File: config.mk
export PLATFORM = sky130hd
export DESIGN_NAME = nand_target_init
export DESIGN_NICKNAME = d
export VERILOG_FILES = /design/src/nand_init_pkg.sv /design/src/endurance_if.sv /design/src/endurance_encoder.sv /design/src/nand_target_init.sv
export SDC_FILE = /design/constraint.sdc
export NUM_CORES = 1
export LEC_CHECK = 0
export ABC_CLOCK_PERIOD_IN_PS = 28100
export BUFFER_PORTS_ARGS = -buffer_cell sky130_fd_sc_hd__buf_2
export CORE_MARGIN = 1.5
export CORE_UTILIZATION = 60
export CTS_BUF_LIST = sky130_fd_sc_hd__clkbuf_8 sky130_fd_sc_hd__clkbuf_16
export DETAILED_ROUTE_END_ITERATION = 6
export PLACE_DENSITY = 0.83
export SETUP_SLACK_MARGIN = 0.05
export SLEW_MARGIN = 20
export SYNTH_ARGS = -nofsm -noshare
export SYNTH_HDL_FRONTEND = slang
export SYNTH_HIERARCHICAL = 1
export SYNTH_SLANG_ARGS = --single-unit
File: constraint.sdc
create_clock -name clk_sys -period 28.1 [get_ports clk_sys]
set_input_delay 5.62 -clock clk_sys [delete_from_list [all_inputs] [get_ports clk_sys]]
set_output_delay 5.62 -clock clk_sys [all_outputs]
set_load 0.02 [all_outputs]
File: src/nand_init_pkg.sv
// constants, register map and state type for the flash target init block
// assumes a 250 MHz system clock; all users refer to names as nand_init_pkg::name
package nand_init_pkg;
   // target commands and feature addresses
   localparam logic [7:0] CMD_RESET         = 8'hFF;
   localparam logic [7:0] CMD_READ_STATUS   = 8'h70;
   localparam logic [7:0] CMD_SET_FEATURES  = 8'hEF;
   localparam logic [7:0] CMD_VOLUME_SELECT = 8'hE1;
   localparam logic [7:0] FEAT_TIMING       = 8'h01;
   localparam logic [7:0] FEAT_VOLUME_CFG   = 8'h58;
   localparam logic [3:0] TIMING_MODE0      = 4'h0;
   localparam int         STATUS_READY_BIT  = 6;
   // register byte addresses
   localparam int         REG_AW            = 4;
   localparam logic [3:0] REG_ECC_INFO      = 4'h0;
   localparam logic [3:0] REG_END_CYCLES    = 4'h4;
   localparam logic [3:0] REG_END_CODE      = 4'h8;
   localparam logic [3:0] REG_TARGET        = 4'hC;
   // field positions
   localparam int         ECC_CWSIZE_LSB    = 8;
   localparam int         ECC_BADMAX_LSB    = 16;
   localparam int         END_EXP_LSB       = 8;
   localparam int         END_BUSY_BIT      = 16;
   localparam int         END_OVF_BIT       = 17;
   localparam int         TGT_SEQ_BIT       = 4;
   localparam int         TGT_CHAIN_BIT     = 5;
   localparam int         TGT_VOL_LSB       = 8;
   localparam int         TGT_TIMING_LSB    = 16;
   // reset values
   localparam logic [31:0] ECC_INFO_RST     = 32'h0000_0000;
   localparam logic [31:0] END_CYCLES_RST   = 32'h0000_0000;
   localparam logic [7:0]  VOLUME_RST       = 8'h00;
   // arithmetic for the endurance encoder
   localparam logic [31:0] DECIMAL_RADIX    = 32'h0000_000A;
   localparam logic [31:0] VALUE_BYTE_MAX   = 32'h0000_00FF;
   // timing
   localparam int          CLK_PERIOD_NS    = 4;
   localparam int          RESET_BUSY_NS    = 5000;
   localparam int          FEAT_SETTLE_NS   = 1000;
   localparam int          RESET_BUSY_CYC   = (RESET_BUSY_NS + CLK_PERIOD_NS - 1) / CLK_PERIOD_NS;
   localparam int          FEAT_SETTLE_CYC  = (FEAT_SETTLE_NS + CLK_PERIOD_NS - 1) / CLK_PERIOD_NS;
   localparam int          CNT_W            = 16;

   typedef enum logic [2:0] {
      ST_POWERON,
      ST_WAIT_SEQ,
      ST_RESETTING,
      ST_READY,
      ST_SETTLING,
      ST_DESELECTED,
      ST_SELECTED
   } tgt_state_t;
endpackage

File: src/endurance_if.sv
// handshake between the register file and the endurance encoder
// assumes both ends run on clk_sys
`timescale 1ns/1ps
`default_nettype none
interface endurance_if;
   logic        start;
   logic [31:0] cycles;
   logic        busy;
   logic [7:0]  value;
   logic [7:0]  exponent;
   logic        ovf;
   modport enc (input start, input cycles, output busy, output value, output exponent,
                output ovf);
   modport ctl (output start, output cycles, input busy, input value, input exponent,
                input ovf);
endinterface
`default_nettype wire

File: src/endurance_encoder.sv
// turns a raw cycle count into value and decimal exponent bytes
// assumes start is a one-cycle pulse; a start while busy restarts the encode
`timescale 1ns/1ps
`default_nettype none
module endurance_encoder
(
   // clock and reset
   input  wire logic    clk_sys,
   input  wire logic    reset,
   // encoder port
   endurance_if.enc     e
);
   logic [31:0] cur_r;
   logic [7:0]  exp_r;
   logic        busy_r;
   logic [31:0] src_r;
   logic [7:0]  value_r;
   logic [7:0]  exp_out_r;
   logic        ovf_r;

   wire         divisible = (cur_r != '0) && ((cur_r % nand_init_pkg::DECIMAL_RADIX) == '0);
   wire  [31:0] cur_div   = cur_r / nand_init_pkg::DECIMAL_RADIX;

   // strip factors of ten one per cycle so the value byte ends smallest
   always_ff @(posedge clk_sys or posedge reset)
   begin
      if (reset)
      begin
         cur_r     <= '0;
         exp_r     <= '0;
         busy_r    <= 1'b0;
         src_r     <= '0;
         value_r   <= '0;
         exp_out_r <= '0;
         ovf_r     <= 1'b0;
      end
      else if (e.start)
      begin
         cur_r  <= e.cycles;
         src_r  <= e.cycles;
         exp_r  <= '0;
         busy_r <= 1'b1;
      end
      else if (busy_r && divisible)
      begin
         cur_r <= cur_div;
         exp_r <= exp_r + 8'h01;
      end
      else if (busy_r)
      begin
         busy_r    <= 1'b0;
         value_r   <= cur_r[7:0];
         exp_out_r <= exp_r;
         ovf_r     <= cur_r > nand_init_pkg::VALUE_BYTE_MAX;
      end
   end

   assign e.busy     = busy_r;
   assign e.value    = value_r;
   assign e.exponent = exp_out_r;
   assign e.ovf      = ovf_r;
endmodule
`default_nettype wire

File: src/nand_target_init.sv
// flash target discovery and init logic with chained enables, plus extended ecc fields
// assumes commands arrive as one-cycle strobes synchronous to clk_sys
//
// Strobed register access and the placing of the registers were left to the implementer.
`timescale 1ns/1ps
`default_nettype none
module nand_target_init
#(
   parameter int RESET_BUSY_CYC  = nand_init_pkg::RESET_BUSY_CYC,
   parameter int FEAT_SETTLE_CYC = nand_init_pkg::FEAT_SETTLE_CYC
)
(
   // clock and reset
   input  wire logic        clk_sys,
   input  wire logic        reset,
   // register port
   input  wire logic [3:0]  reg_addr,
   input  wire logic [31:0] reg_wdata,
   input  wire logic        reg_we,
   input  wire logic        reg_re,
   output logic      [31:0] reg_rdata,
   // target command port
   input  wire logic        host_enable_n,
   input  wire logic        cmd_valid,
   input  wire logic [7:0]  cmd_code,
   input  wire logic [7:0]  cmd_addr,
   input  wire logic [7:0]  cmd_data,
   // chain and status
   input  wire logic        chain_enable_in,
   output logic             chain_enable_out,
   output logic      [7:0]  status_byte
);
   localparam logic [nand_init_pkg::CNT_W-1:0] RESET_LOAD  =
      nand_init_pkg::CNT_W'(RESET_BUSY_CYC - 1);
   localparam logic [nand_init_pkg::CNT_W-1:0] SETTLE_LOAD =
      nand_init_pkg::CNT_W'(FEAT_SETTLE_CYC - 1);

   nand_init_pkg::tgt_state_t state_r, state_nxt;
   logic [nand_init_pkg::CNT_W-1:0] cnt_r;
   logic [31:0] ecc_info_r;
   logic [31:0] end_cycles_r;
   logic [7:0]  volume_r;
   logic [3:0]  timing_r;
   logic        seq_mode_r;
   logic        chain_out_r;
   logic [7:0]  status_r;
   logic [31:0] rdata_r;

   endurance_if enc_bus ();

   endurance_encoder u_enc
   (
      .clk_sys (clk_sys),
      .reset   (reset),
      .e       (enc_bus)
   );

   // command decode
   wire cmd_in     = cmd_valid && !host_enable_n;
   wire is_reset   = cmd_in && (cmd_code == nand_init_pkg::CMD_RESET);
   wire is_status  = cmd_in && (cmd_code == nand_init_pkg::CMD_READ_STATUS);
   wire is_setfeat = cmd_in && (cmd_code == nand_init_pkg::CMD_SET_FEATURES);
   wire is_volsel  = cmd_in && (cmd_code == nand_init_pkg::CMD_VOLUME_SELECT);
   wire feat_vol   = is_setfeat && (cmd_addr == nand_init_pkg::FEAT_VOLUME_CFG);
   wire feat_tim   = is_setfeat && (cmd_addr == nand_init_pkg::FEAT_TIMING);
   wire cnt_done   = (cnt_r == '0);
   wire busy       = (state_r == nand_init_pkg::ST_RESETTING) ||
                     (state_r == nand_init_pkg::ST_SETTLING);
   wire pre_app    = (state_r == nand_init_pkg::ST_READY) && chain_enable_in;
   wire live       = pre_app || (state_r == nand_init_pkg::ST_SELECTED);
   wire vol_hit    = is_volsel && (cmd_addr == volume_r);
   wire settle_end = (state_r == nand_init_pkg::ST_SETTLING) && cnt_done;
   wire load_reset = (state_nxt == nand_init_pkg::ST_RESETTING) &&
                     (state_r != nand_init_pkg::ST_RESETTING);
   wire load_feat  = (state_nxt == nand_init_pkg::ST_SETTLING) &&
                     (state_r != nand_init_pkg::ST_SETTLING);

   // register decode
   wire wr_ecc = reg_we && (reg_addr == nand_init_pkg::REG_ECC_INFO);
   wire wr_end = reg_we && (reg_addr == nand_init_pkg::REG_END_CYCLES);
   wire [31:0] rd_end_code = {14'h0000, enc_bus.ovf, enc_bus.busy, enc_bus.exponent,
                              enc_bus.value};
   wire [31:0] rd_target = {12'h000, timing_r, volume_r, 2'b00, chain_out_r, seq_mode_r,
                            1'b0, state_r};
   wire [31:0] rd_mux =
      (reg_addr == nand_init_pkg::REG_ECC_INFO)   ? ecc_info_r   :
      (reg_addr == nand_init_pkg::REG_END_CYCLES) ? end_cycles_r :
      (reg_addr == nand_init_pkg::REG_END_CODE)   ? rd_end_code  :
      (reg_addr == nand_init_pkg::REG_TARGET)     ? rd_target    : '0;

   assign enc_bus.start  = wr_end;
   assign enc_bus.cycles = reg_wdata;

   always_comb
   begin
      state_nxt = state_r;
      unique case (state_r)
         nand_init_pkg::ST_POWERON:
            if (is_reset)
               state_nxt = nand_init_pkg::ST_RESETTING;
            else if (is_status)
               state_nxt = nand_init_pkg::ST_WAIT_SEQ;
         nand_init_pkg::ST_WAIT_SEQ:
            if (is_reset && chain_enable_in)
               state_nxt = nand_init_pkg::ST_RESETTING;
         nand_init_pkg::ST_RESETTING:
            if (cnt_done)
               state_nxt = nand_init_pkg::ST_READY;
         nand_init_pkg::ST_READY:
            if (pre_app && is_reset)
               state_nxt = nand_init_pkg::ST_RESETTING;
            else if (pre_app && feat_vol)
               state_nxt = nand_init_pkg::ST_SETTLING;
         nand_init_pkg::ST_SETTLING:
            if (cnt_done)
               state_nxt = nand_init_pkg::ST_DESELECTED;
         nand_init_pkg::ST_DESELECTED:
            if (vol_hit)
               state_nxt = nand_init_pkg::ST_SELECTED;
         nand_init_pkg::ST_SELECTED:
            if (is_volsel && !vol_hit)
               state_nxt = nand_init_pkg::ST_DESELECTED;
            else if (is_reset)
               state_nxt = nand_init_pkg::ST_RESETTING;
         default:
            state_nxt = nand_init_pkg::ST_POWERON;
      endcase
   end

   always_ff @(posedge clk_sys or posedge reset)
   begin
      if (reset)
      begin
         state_r <= nand_init_pkg::ST_POWERON;
         cnt_r   <= '0;
      end
      else
      begin
         state_r <= state_nxt;
         cnt_r   <= load_reset ? RESET_LOAD : load_feat ? SETTLE_LOAD :
                    cnt_done   ? cnt_r : cnt_r - 1'b1;
      end
   end

   // target configuration
   always_ff @(posedge clk_sys or posedge reset)
   begin
      if (reset)
      begin
         seq_mode_r  <= 1'b0;
         volume_r    <= nand_init_pkg::VOLUME_RST;
         timing_r    <= nand_init_pkg::TIMING_MODE0;
         chain_out_r <= 1'b0;
      end
      else
      begin
         if ((state_r == nand_init_pkg::ST_POWERON) && is_status)
            seq_mode_r <= 1'b1;
         if (pre_app && feat_vol)
            volume_r <= cmd_data;
         if (live && feat_tim)
            timing_r <= cmd_data[3:0];
         if (settle_end)
            chain_out_r <= 1'b1;
      end
   end

   // registers and status byte
   always_ff @(posedge clk_sys or posedge reset)
   begin
      if (reset)
      begin
         ecc_info_r   <= nand_init_pkg::ECC_INFO_RST;
         end_cycles_r <= nand_init_pkg::END_CYCLES_RST;
         rdata_r      <= '0;
         status_r     <= '0;
      end
      else
      begin
         if (wr_ecc)
            ecc_info_r <= reg_wdata;
         if (wr_end)
            end_cycles_r <= reg_wdata;
         rdata_r  <= reg_re ? rd_mux : '0;
         status_r <= '0;
         status_r[nand_init_pkg::STATUS_READY_BIT] <= !busy;
      end
   end

   assign reg_rdata        = rdata_r;
   assign chain_enable_out = chain_out_r;
   assign status_byte      = status_r;
endmodule
`default_nettype wire

==> qor.csv, run 1 <==
metric,value,unit
drt_first_pass_iters,7,
cp_data_required_time,28.40,ns
hold_class,reg2reg,
wl_per_cell,21.4,um
cts_root_buf,clkbuf_16,
clk-insertion-delay-late,0.43,ns
tightest_slew,0.979,ns
met3_length,2790,um
yosys.cell_types.count,130,
hold_buffers,0,
routabilityCongestion,1.02,
final_common_cell,dfrtp_1,
postRouteAntennaNets,0,
placed_cells,1758,
relSlewSlack,34.7,%
synth_edf_count,0,
numCtsBuffers,17,
dieArea,23700,um2
wl_met1,16200,um
cts_buffer_depth,2,
cp_slowest_cell,dfrtp_1,
cts_tree,yes,
drv_slew,0,
place_hpwl,26600,um
violations,design-rule violations,
cts.sinks,188,
path_class,reg2reg,
cp_slowest_stage_delay,0.89,ns
finalSetupViolations,0,
post-route-period-util,51.8,%
grt_util_all_layers,32.0,%
rsz0062_at_grt,false,
crit_path_end_kind,flop,
portBuffers,100,
clk_pin_slew,0.07,ns
drc,1,
fmax,0.0687,GHz
skew,0.00830,ns
vias_per_cell,7.09,
yosysWarnings,6,
crit_top_cell,and2_1,
critical_path.max_fanout,30,
cp-start-kind,flop,
final_cell_count_no_fill,1791,
setup-tns-final,0,ns
synth.avg_cell_area,9.22,um2
syn2layout_area_growth,6.97,%
worstRegToRegCells,43,
cp.arrival,14.85,ns
hold_viol,0,
ys_async_sr_fraction,100,%
synthCells,1481,
core,22500,um2
dr.max_layer_used,met4,
num_io_pins,108,
ys_seq_area_share,34.4,%
synthFlopType,dfrtp_1,
start_util,60.7,%
cts_resized,0,
cp-endpoint,u_enc/cur_r[17],
reg2reg_to,u_enc/cur_r[17],
synth_seq_cells,188,
mostFrequentLayoutCells,"dfrtp_1 (188), nand2_1 (108), buf_2 (100), nor2_1 (84), mux2_2 (80)",
route.met2.wl,18300,um
period_needed,14.55,ns
ff2ff_setup_slack,13.55,ns
grt_pass1_wl,61600,um
antenna_found_initial,1,
grt_pass1_vias,11800,
drt_iter0_markers,1384,
die_w,154,um
r2r-start,u_enc/cur_r[31],
timing.critical_path.from,u_enc/cur_r[31],
cap_violations,0,
nets,1563,
drive_gt1_share,21.1,%
rows,55,
die-height,154,um
gr-total-overflow,0,
synth_area,13700,um2
status,"finished, violations left",
grt_max_degree,83,
htreeDepth,4,
num_vias,12700,
routed_wl,38400,um
postCtsSetupRepairBufs,0,
final cells by class:
class                   count  area, um2
multi-input cells        1128       8200
fillers                  1778       7890
flip-flops and latches    188       4700
repair buffers            114        606
clock buffers              18        439
well taps                 285        357
inverters                  43        164
clock inverters            14        140
diodes                      1       2.50
critical path: cells and delay by family (launching register included):
kind / cells / cell delay (ns)
XOR/XNOR: 1 / 0.17
AND/OR/NAND/NOR: 16 / 5.32
AO/OA/AOI/OAI: 22 / 6.73
adder cells (fa/ha/maj): 1 / 0.28
multiplexers: 2 / 0.70
flip-flops: 1 / 0.89
buffers and inverters: 1 / 0.29
metrics by stage:
step / hold WS [ns] / area (um2) / setup WS [ns] / utilization [%]
after floorplan: 0.435 / 13700 / 16.82 / -
after global placement: 0.467 / 14000 / 14.44 / 62.3
after detailed placement: 0.457 / 14000 / 13.88 / 62.3
after CTS: 0.496 / 14600 / 13.85 / 64.9
after global routing: 0.515 / 14600 / 12.38 / 64.9
final: 0.499 / 14600 / 13.55 / 64.9
worst min-delay path by stage:
stage,from,endpoint,slack [ns],cells past startpoint
after global placement,seq_mode_r,seq_mode_r,0.47,1
final,u_enc/e.value[2],u_enc/e.value[2],0.50,1
after floorplan,seq_mode_r,seq_mode_r,0.44,1
after CTS,u_enc/e.value[2],u_enc/e.value[2],0.50,1
after detailed placement,seq_mode_r,seq_mode_r,0.46,1
after global routing,ecc_info_r[7],ecc_info_r[7],0.52,1
per-layer routing:
metal  global-route usage (%)  up-vias
li1                         -     5728
met2                     52.5      666
met5                        0        -
met4                     10.9        0
met1                     43.8     6211
met3                     4.31       91
cell families (layout without fill, tap and decap cells):
family          after synthesis  count (layout)  synth area share [%]
compound gates              463             463                  27.2
xor+xnor                     31              31                  1.99
fa+ha+maj                     9               9                 0.742
buf+inv                     171             189                  5.98
flops                       188             188                  34.4
mux                         108             108                  8.85
other cells                   1               8                0.0275
simple gates                510             510                  20.8
cells in the mapped netlist, drive strengths merged (17+ instances only):
master / count / share of area (%)
a211oi: 18 / 1.0
a21oi: 61 / 2.3
a222oi: 18 / 1.3
a22o: 19 / 1.2
a22oi: 20 / 1.2
a31oi: 23 / 1.3
and2: 21 / 0.98
and3: 20 / 0.99
buf: 60 / 2.9
clkbuf: 67 / 1.8
dfrtp: 188 / 34
inv: 39 / 1.1
mux2: 96 / 7.9
nand2: 109 / 3.0
nand2b: 21 / 1.1
nand3: 50 / 1.9
nand4: 24 / 1.1
nor2: 85 / 2.5
nor2b: 30 / 1.4
nor3: 49 / 1.9
nor4: 17 / 1.0
o21ai: 79 / 3.0
o311ai: 20 / 1.3
o31ai: 18 / 1.1
or3: 19 / 0.88
or4: 28 / 1.7
xnor2: 22 / 1.4
sequential cells by signal, summed over array words and instances, names as in the netlist:
signal,count
u_enc/e.busy,1
chain_enable_out,1
u_enc/e.value,8
u_enc/cur_r,32
timing_r,4
ecc_info_r,32
status_byte,1
end_cycles_r,32
reg_rdata,32
u_enc/e.exponent,8
state_r,3
seq_mode_r,1
u_enc/e.ovf,1
volume_r,8
u_enc/exp_r,8
cnt_r,16
Power of run 1 is not shown: default switching activity piles up to over one toggle a cycle in this logic, so the estimate is an artifact.
==> inputs of run 2 (changes only) <==
--- a/config.mk
+++ b/config.mk
@@ -5,13 +5,13 @@
 export SDC_FILE = /design/constraint.sdc
 export NUM_CORES = 1
 export LEC_CHECK = 0
-export ABC_CLOCK_PERIOD_IN_PS = 28100
+export ABC_CLOCK_PERIOD_IN_PS = 13200
 export BUFFER_PORTS_ARGS = -buffer_cell sky130_fd_sc_hd__buf_2
 export CORE_MARGIN = 1.5
-export CORE_UTILIZATION = 60
+export CORE_UTILIZATION = 56
 export CTS_BUF_LIST = sky130_fd_sc_hd__clkbuf_8 sky130_fd_sc_hd__clkbuf_16
 export DETAILED_ROUTE_END_ITERATION = 6
-export PLACE_DENSITY = 0.83
+export PLACE_DENSITY = 0.81
 export SETUP_SLACK_MARGIN = 0.05
 export SLEW_MARGIN = 20
 export SYNTH_ARGS = -nofsm -noshare
==> constraint.sdc (replaced) <==
create_clock -name clk_sys -period 13.2 [get_ports clk_sys]
set_input_delay 2.64 -clock clk_sys [delete_from_list [all_inputs] [get_ports clk_sys]]
set_output_delay 2.64 -clock clk_sys [all_outputs]
set_load 0.02 [all_outputs]
==> run 2 against run 1 <==
  * Via count is essentially flat
  * Clock skew up 0.0048 ns
  * Global-route usage is 1.9 points lower
  * Critical endpoint is now u_enc/e.value[7]
  * The flow now finishes without violations
  * Final cell count up 3.5%
  * Flip-flop and latch count is the same
  * Register-to-register slack worse by 13 ns
  * Worst setup slack worse by 13 ns
  * First-iteration DRC count increased by 13%
==> qor.csv, run 2 (synthesis gave the netlist of run 1 again) <==
metric,value,unit
num_vias,12700,
cp-start-kind,flop,
dieArea,25300,um2
num_io_pins,108,
wl_per_cell,21.2,um
place_hpwl,27000,um
postRouteAntennaNets,0,
cts.sinks,188,
post-route-period-util,95.7,%
hold_viol,0,
setup-tns-final,0,ns
relSlewSlack,36.7,%
die-height,159,um
cp_slowest_cell,dfrtp_4,
cap_violations,0,
grt_util_all_layers,30.1,%
routed_wl,39300,um
core,23700,um2
vias_per_cell,6.85,
drt_iter0_markers,1559,
cts_root_buf,clkbuf_16,
finalSetupViolations,0,
grt_max_degree,83,
grt_pass1_wl,63000,um
critical_path.max_fanout,23,
clk_pin_slew,0.07,ns
start_util,57.7,%
mostFrequentLayoutCells,"dfrtp_1 (183), nand2_1 (107), buf_2 (100), nor2_1 (82), mux2_2 (80)",
fill_cells,1987,
antenna_found_initial,0,
cts_tree,yes,
grt_pass1_vias,12000,
drt_first_pass_iters,7,
hold_class,reg2reg,
rows,56,
cp.arrival,12.94,ns
cp_data_required_time,13.51,ns
cp_slowest_stage_delay,0.58,ns
syn2layout_area_growth,10.2,%
period_needed,12.63,ns
portBuffers,100,
drv_slew,0,
setup_ws,0.566,ns
htreeDepth,4,
fmax,0.0792,GHz
skew,0.0131,ns
gr-total-overflow,0,
status,finished clean,
cts_buffer_depth,2,
place_ws,-0.149,ns
final_common_cell,dfrtp_1,
nets,1592,
die_w,159,um
numCtsBuffers,17,
clk-insertion-delay-late,0.44,ns
routabilityCongestion,0.974,
tightest_slew,0.950,ns
diodes,0,
drive_gt1_share,24.3,%
drc,0,
path_class,reg2reg,
crit_path_end_kind,flop,
## run 2: routing by layer
layer  global-route usage, %  routed length [um]  vias up
met5                       0                   0        -
met4                    10.8                1060        0
met3                    3.93                2930       74
met2                    48.6               18600      650
met1                    41.6               16700     6176
li1                        -                   -     5784
## run 2: what timing repair did
| action | in CTS | in global routing |
|---|---|---|
| hold buffers | 0 | 0 |
| setup endpoints to repair | 33 | 58 |
| cloned | 0 | 1 |
| pin swaps | 0 | 9 |
| resized for setup | 3 | 33 |
| buffers inserted | 0 | 9 |
## run 2: final timing paths
check,start,to,slack (ns),depth (start not counted)
setup / recovery,u_enc/cur_r[30],u_enc/e.value[7],0.57,45
hold / removal,u_enc/e.exponent[6],u_enc/e.exponent[6],0.49,1
setup reg to reg,u_enc/cur_r[30],u_enc/e.value[7],0.57,45
hold reg to reg,u_enc/e.exponent[6],u_enc/e.exponent[6],0.49,1
max in group asynchronous,reset,ecc_info_r[4],9.50,3
min in group asynchronous,reset,ecc_info_r[20],2.38,2
## run 2: metrics by stage
stage / area (um2) / util [%] / cells / hold slack [ns]
2_1_floorplan: 13700 / - / 1487 / 0.435
3_3_place_gp: 14200 / 60.0 / 1811 / 0.459
3_5_place_dp: 14200 / 60.0 / 1811 / 0.465
4_1_cts: 14800 / 62.6 / 1843 / 0.496
5_1_grt: 15100 / 63.6 / 1853 / 0.507
6_report: 15100 / 63.6 / 1853 / 0.492
## run 2: layout make-up
class | instances | area (um2) | share of cell area, %
well taps | 319 | 399 | 2.65
clock inverters | 15 | 169 | 1.12
clock buffers | 17 | 425 | 2.83
multi-input cells | 1129 | 8350 | 55.5
repair buffers | 142 | 828 | 5.50
inverters | 43 | 164 | 1.09
flip-flops and latches | 188 | 4720 | 31.3
## run 2: worst max-delay path, delay by kind of cell (launching register included)
family,cells,cell delay [ns]
fa+ha+maj,1,0.24
mux,3,1.02
compound gates,25,6.00
xor+xnor,1,0.21
buf+inv,3,0.61
flops,1,0.58
simple gates,12,3.81
Power of run 2 is left out for the same reason.
==> inputs of run 3 (changes only) <==
--- a/config.mk
+++ b/config.mk
@@ -5,13 +5,13 @@
 export SDC_FILE = /design/constraint.sdc
 export NUM_CORES = 1
 export LEC_CHECK = 0
-export ABC_CLOCK_PERIOD_IN_PS = 13200
-export BUFFER_PORTS_ARGS = -buffer_cell sky130_fd_sc_hd__buf_2
+export ABC_CLOCK_PERIOD_IN_PS = 12460
+export BUFFER_PORTS_ARGS = -buffer_cell sky130_fd_sc_hd__buf_4
 export CORE_MARGIN = 1.5
-export CORE_UTILIZATION = 56
+export CORE_UTILIZATION = 60
 export CTS_BUF_LIST = sky130_fd_sc_hd__clkbuf_8 sky130_fd_sc_hd__clkbuf_16
 export DETAILED_ROUTE_END_ITERATION = 6
-export PLACE_DENSITY = 0.81
+export PLACE_DENSITY = 0.83
 export SETUP_SLACK_MARGIN = 0.05
 export SLEW_MARGIN = 20
 export SYNTH_ARGS = -nofsm -noshare
==> constraint.sdc (replaced) <==
create_clock -name clk_sys -period 12.46 [get_ports clk_sys]
set_input_delay 2.492 -clock clk_sys [delete_from_list [all_inputs] [get_ports clk_sys]]
set_output_delay 2.492 -clock clk_sys [all_outputs]
set_load 0.02 [all_outputs]
==> run 3 against run 2 <==
  * Via count rose by 4.8%
  * Worst hold slack got worse by 0.0020 ns
  * Non-clock buffer count is 75 higher
  * Register-to-register slack got worse by 0.18 ns
  * Clock-buffer cell count is the same
  * Flip-flop and latch count unchanged
  * Maximum frequency grew 4.7%
  * Global-route usage is 3.3 points higher
  * Critical path depth increased by 7
  * Worst setup slack worse by 0.18 ns
  * Wire length up 5.5%
  * Final cell count increased by 2.2%
  * Critical path type unchanged
  * Critical endpoint is now u_enc/cur_r[3]
  * Highest routed layer unchanged
==> qor.csv, run 3 (synthesis gave the netlist of run 1 again) <==
metric,value,unit
r2r-start,u_enc/cur_r[31],
timing.critical_path.from,u_enc/cur_r[31],
cts_tree,yes,
cp_slowest_cell,o41ai_1,
place_ws,-0.0277,ns
wl_per_cell,21.9,um
grt_pass1_wl,63900,um
cp.arrival,12.38,ns
crit_path_end_kind,flop,
place_hpwl,27700,um
cap_violations,0,
post-route-period-util,96.9,%
vias_per_cell,7.02,
cp-start-kind,flop,
cts.sinks,188,
drc,0,
path_class,reg2reg,
mostFrequentLayoutCells,"buf_4 (213), dfrtp_1 (183), nand2_1 (105), mux2_2 (80), nor2_1 (80)",
cp_data_required_time,12.77,ns
clk_pin_slew,0.08,ns
drive_gt1_share,30.4,%
rows,55,
setup_ws,0.388,ns
diodes,0,
relSlewSlack,35.7,%
drt_first_pass_iters,6,
fin_util,72.0,%
postRouteAntennaNets,0,
antenna_found_initial,0,
nets,1667,
tightest_slew,0.965,ns
finalSetupViolations,0,
num_io_pins,108,
grt_util_all_layers,33.5,%
grt_pass1_vias,12300,
drv_slew,0,
hold_class,reg2reg,
grt_max_degree,83,
final_common_cell,buf_4,
htreeDepth,4,
crit_top_cell,buf_4,
start_util,60.7,%
setup-tns-final,0,ns
gr-total-overflow,0,
syn2layout_area_growth,18.7,%
hold_buffers,0,
cts_buffer_depth,2,
numCtsBuffers,17,
fmax,0.0828,GHz
hp-start,seq_mode_r,
drt_iter0_markers,1445,
routabilityCongestion,1.01,
core,22500,um2
die_w,154,um
cts_root_buf,clkbuf_16,
critical_path.max_fanout,26,
dieArea,23700,um2
status,finished clean,
num_vias,13300,
worstRegToRegCells,52,
clk-insertion-delay-late,0.45,ns
portBuffers,100,
routed_wl,41400,um
period_needed,12.07,ns
skew,0.0116,ns
hold_viol,0,
min_path_cells,1,
cp_slowest_stage_delay,0.57,ns
die-height,154,um
placed_cells,1820,
ff2ff_setup_slack,0.39,ns
final_cell_count_no_fill,1894,
## run 3: metal layers
metal | vias up | global-route usage, % | part of all wire (%)
met4 | 0 | 15.2 | 4.1
met2 | 751 | 52.7 | 47
met5 | - | 0 | 0
met1 | 6463 | 46.2 | 41
met3 | 129 | 4.43 | 8.0
li1 | 5948 | - | -
## run 3: metrics by stage
step           hold slack, ns  area [um2]
6_report                0.491       16200
5_1_grt                 0.512       16200
4_1_cts                 0.497       15400
3_5_place_dp            0.481       14800
3_3_place_gp            0.455       14800
2_1_floorplan           0.435       13700
## run 3: layout make-up
type | count | area (um2)
Multi-Input combinational cell | 1129 | 8700
Inverter | 43 | 164
Clock buffer | 17 | 425
Sequential cell | 188 | 4710
Fill cell | 1593 | 6290
Clock inverter | 15 | 191
Tap cell | 285 | 357
Timing Repair Buffer | 217 | 1660
## run 3: path summary, 6_finish.rpt
kind	end
min reg2reg	seq_mode_r
min in group asynchronous	reg_rdata[27]
max in group asynchronous	end_cycles_r[7]
min	seq_mode_r
max reg2reg	u_enc/cur_r[3]
max	u_enc/cur_r[3]
## run 3: repair_timing
action / CTS / global route
endpoints found under the setup margin: 41 / 58
resized for setup: 3 / 103
buffers inserted: 4 / 37
gates cloned: 0 / 1
pin swaps: 2 / 24
## run 3: worst max-delay path, delay by kind of cell (launching register included)
family,cells,cell delay [ns]
AOI/OAI and AO/OA,26,6.46
and+or+nand+nor,14,2.88
buffers and inverters,11,1.82
DFF,1,0.55
adders and majority gates,1,0.17
Power of run 3 is left out for the same reason.
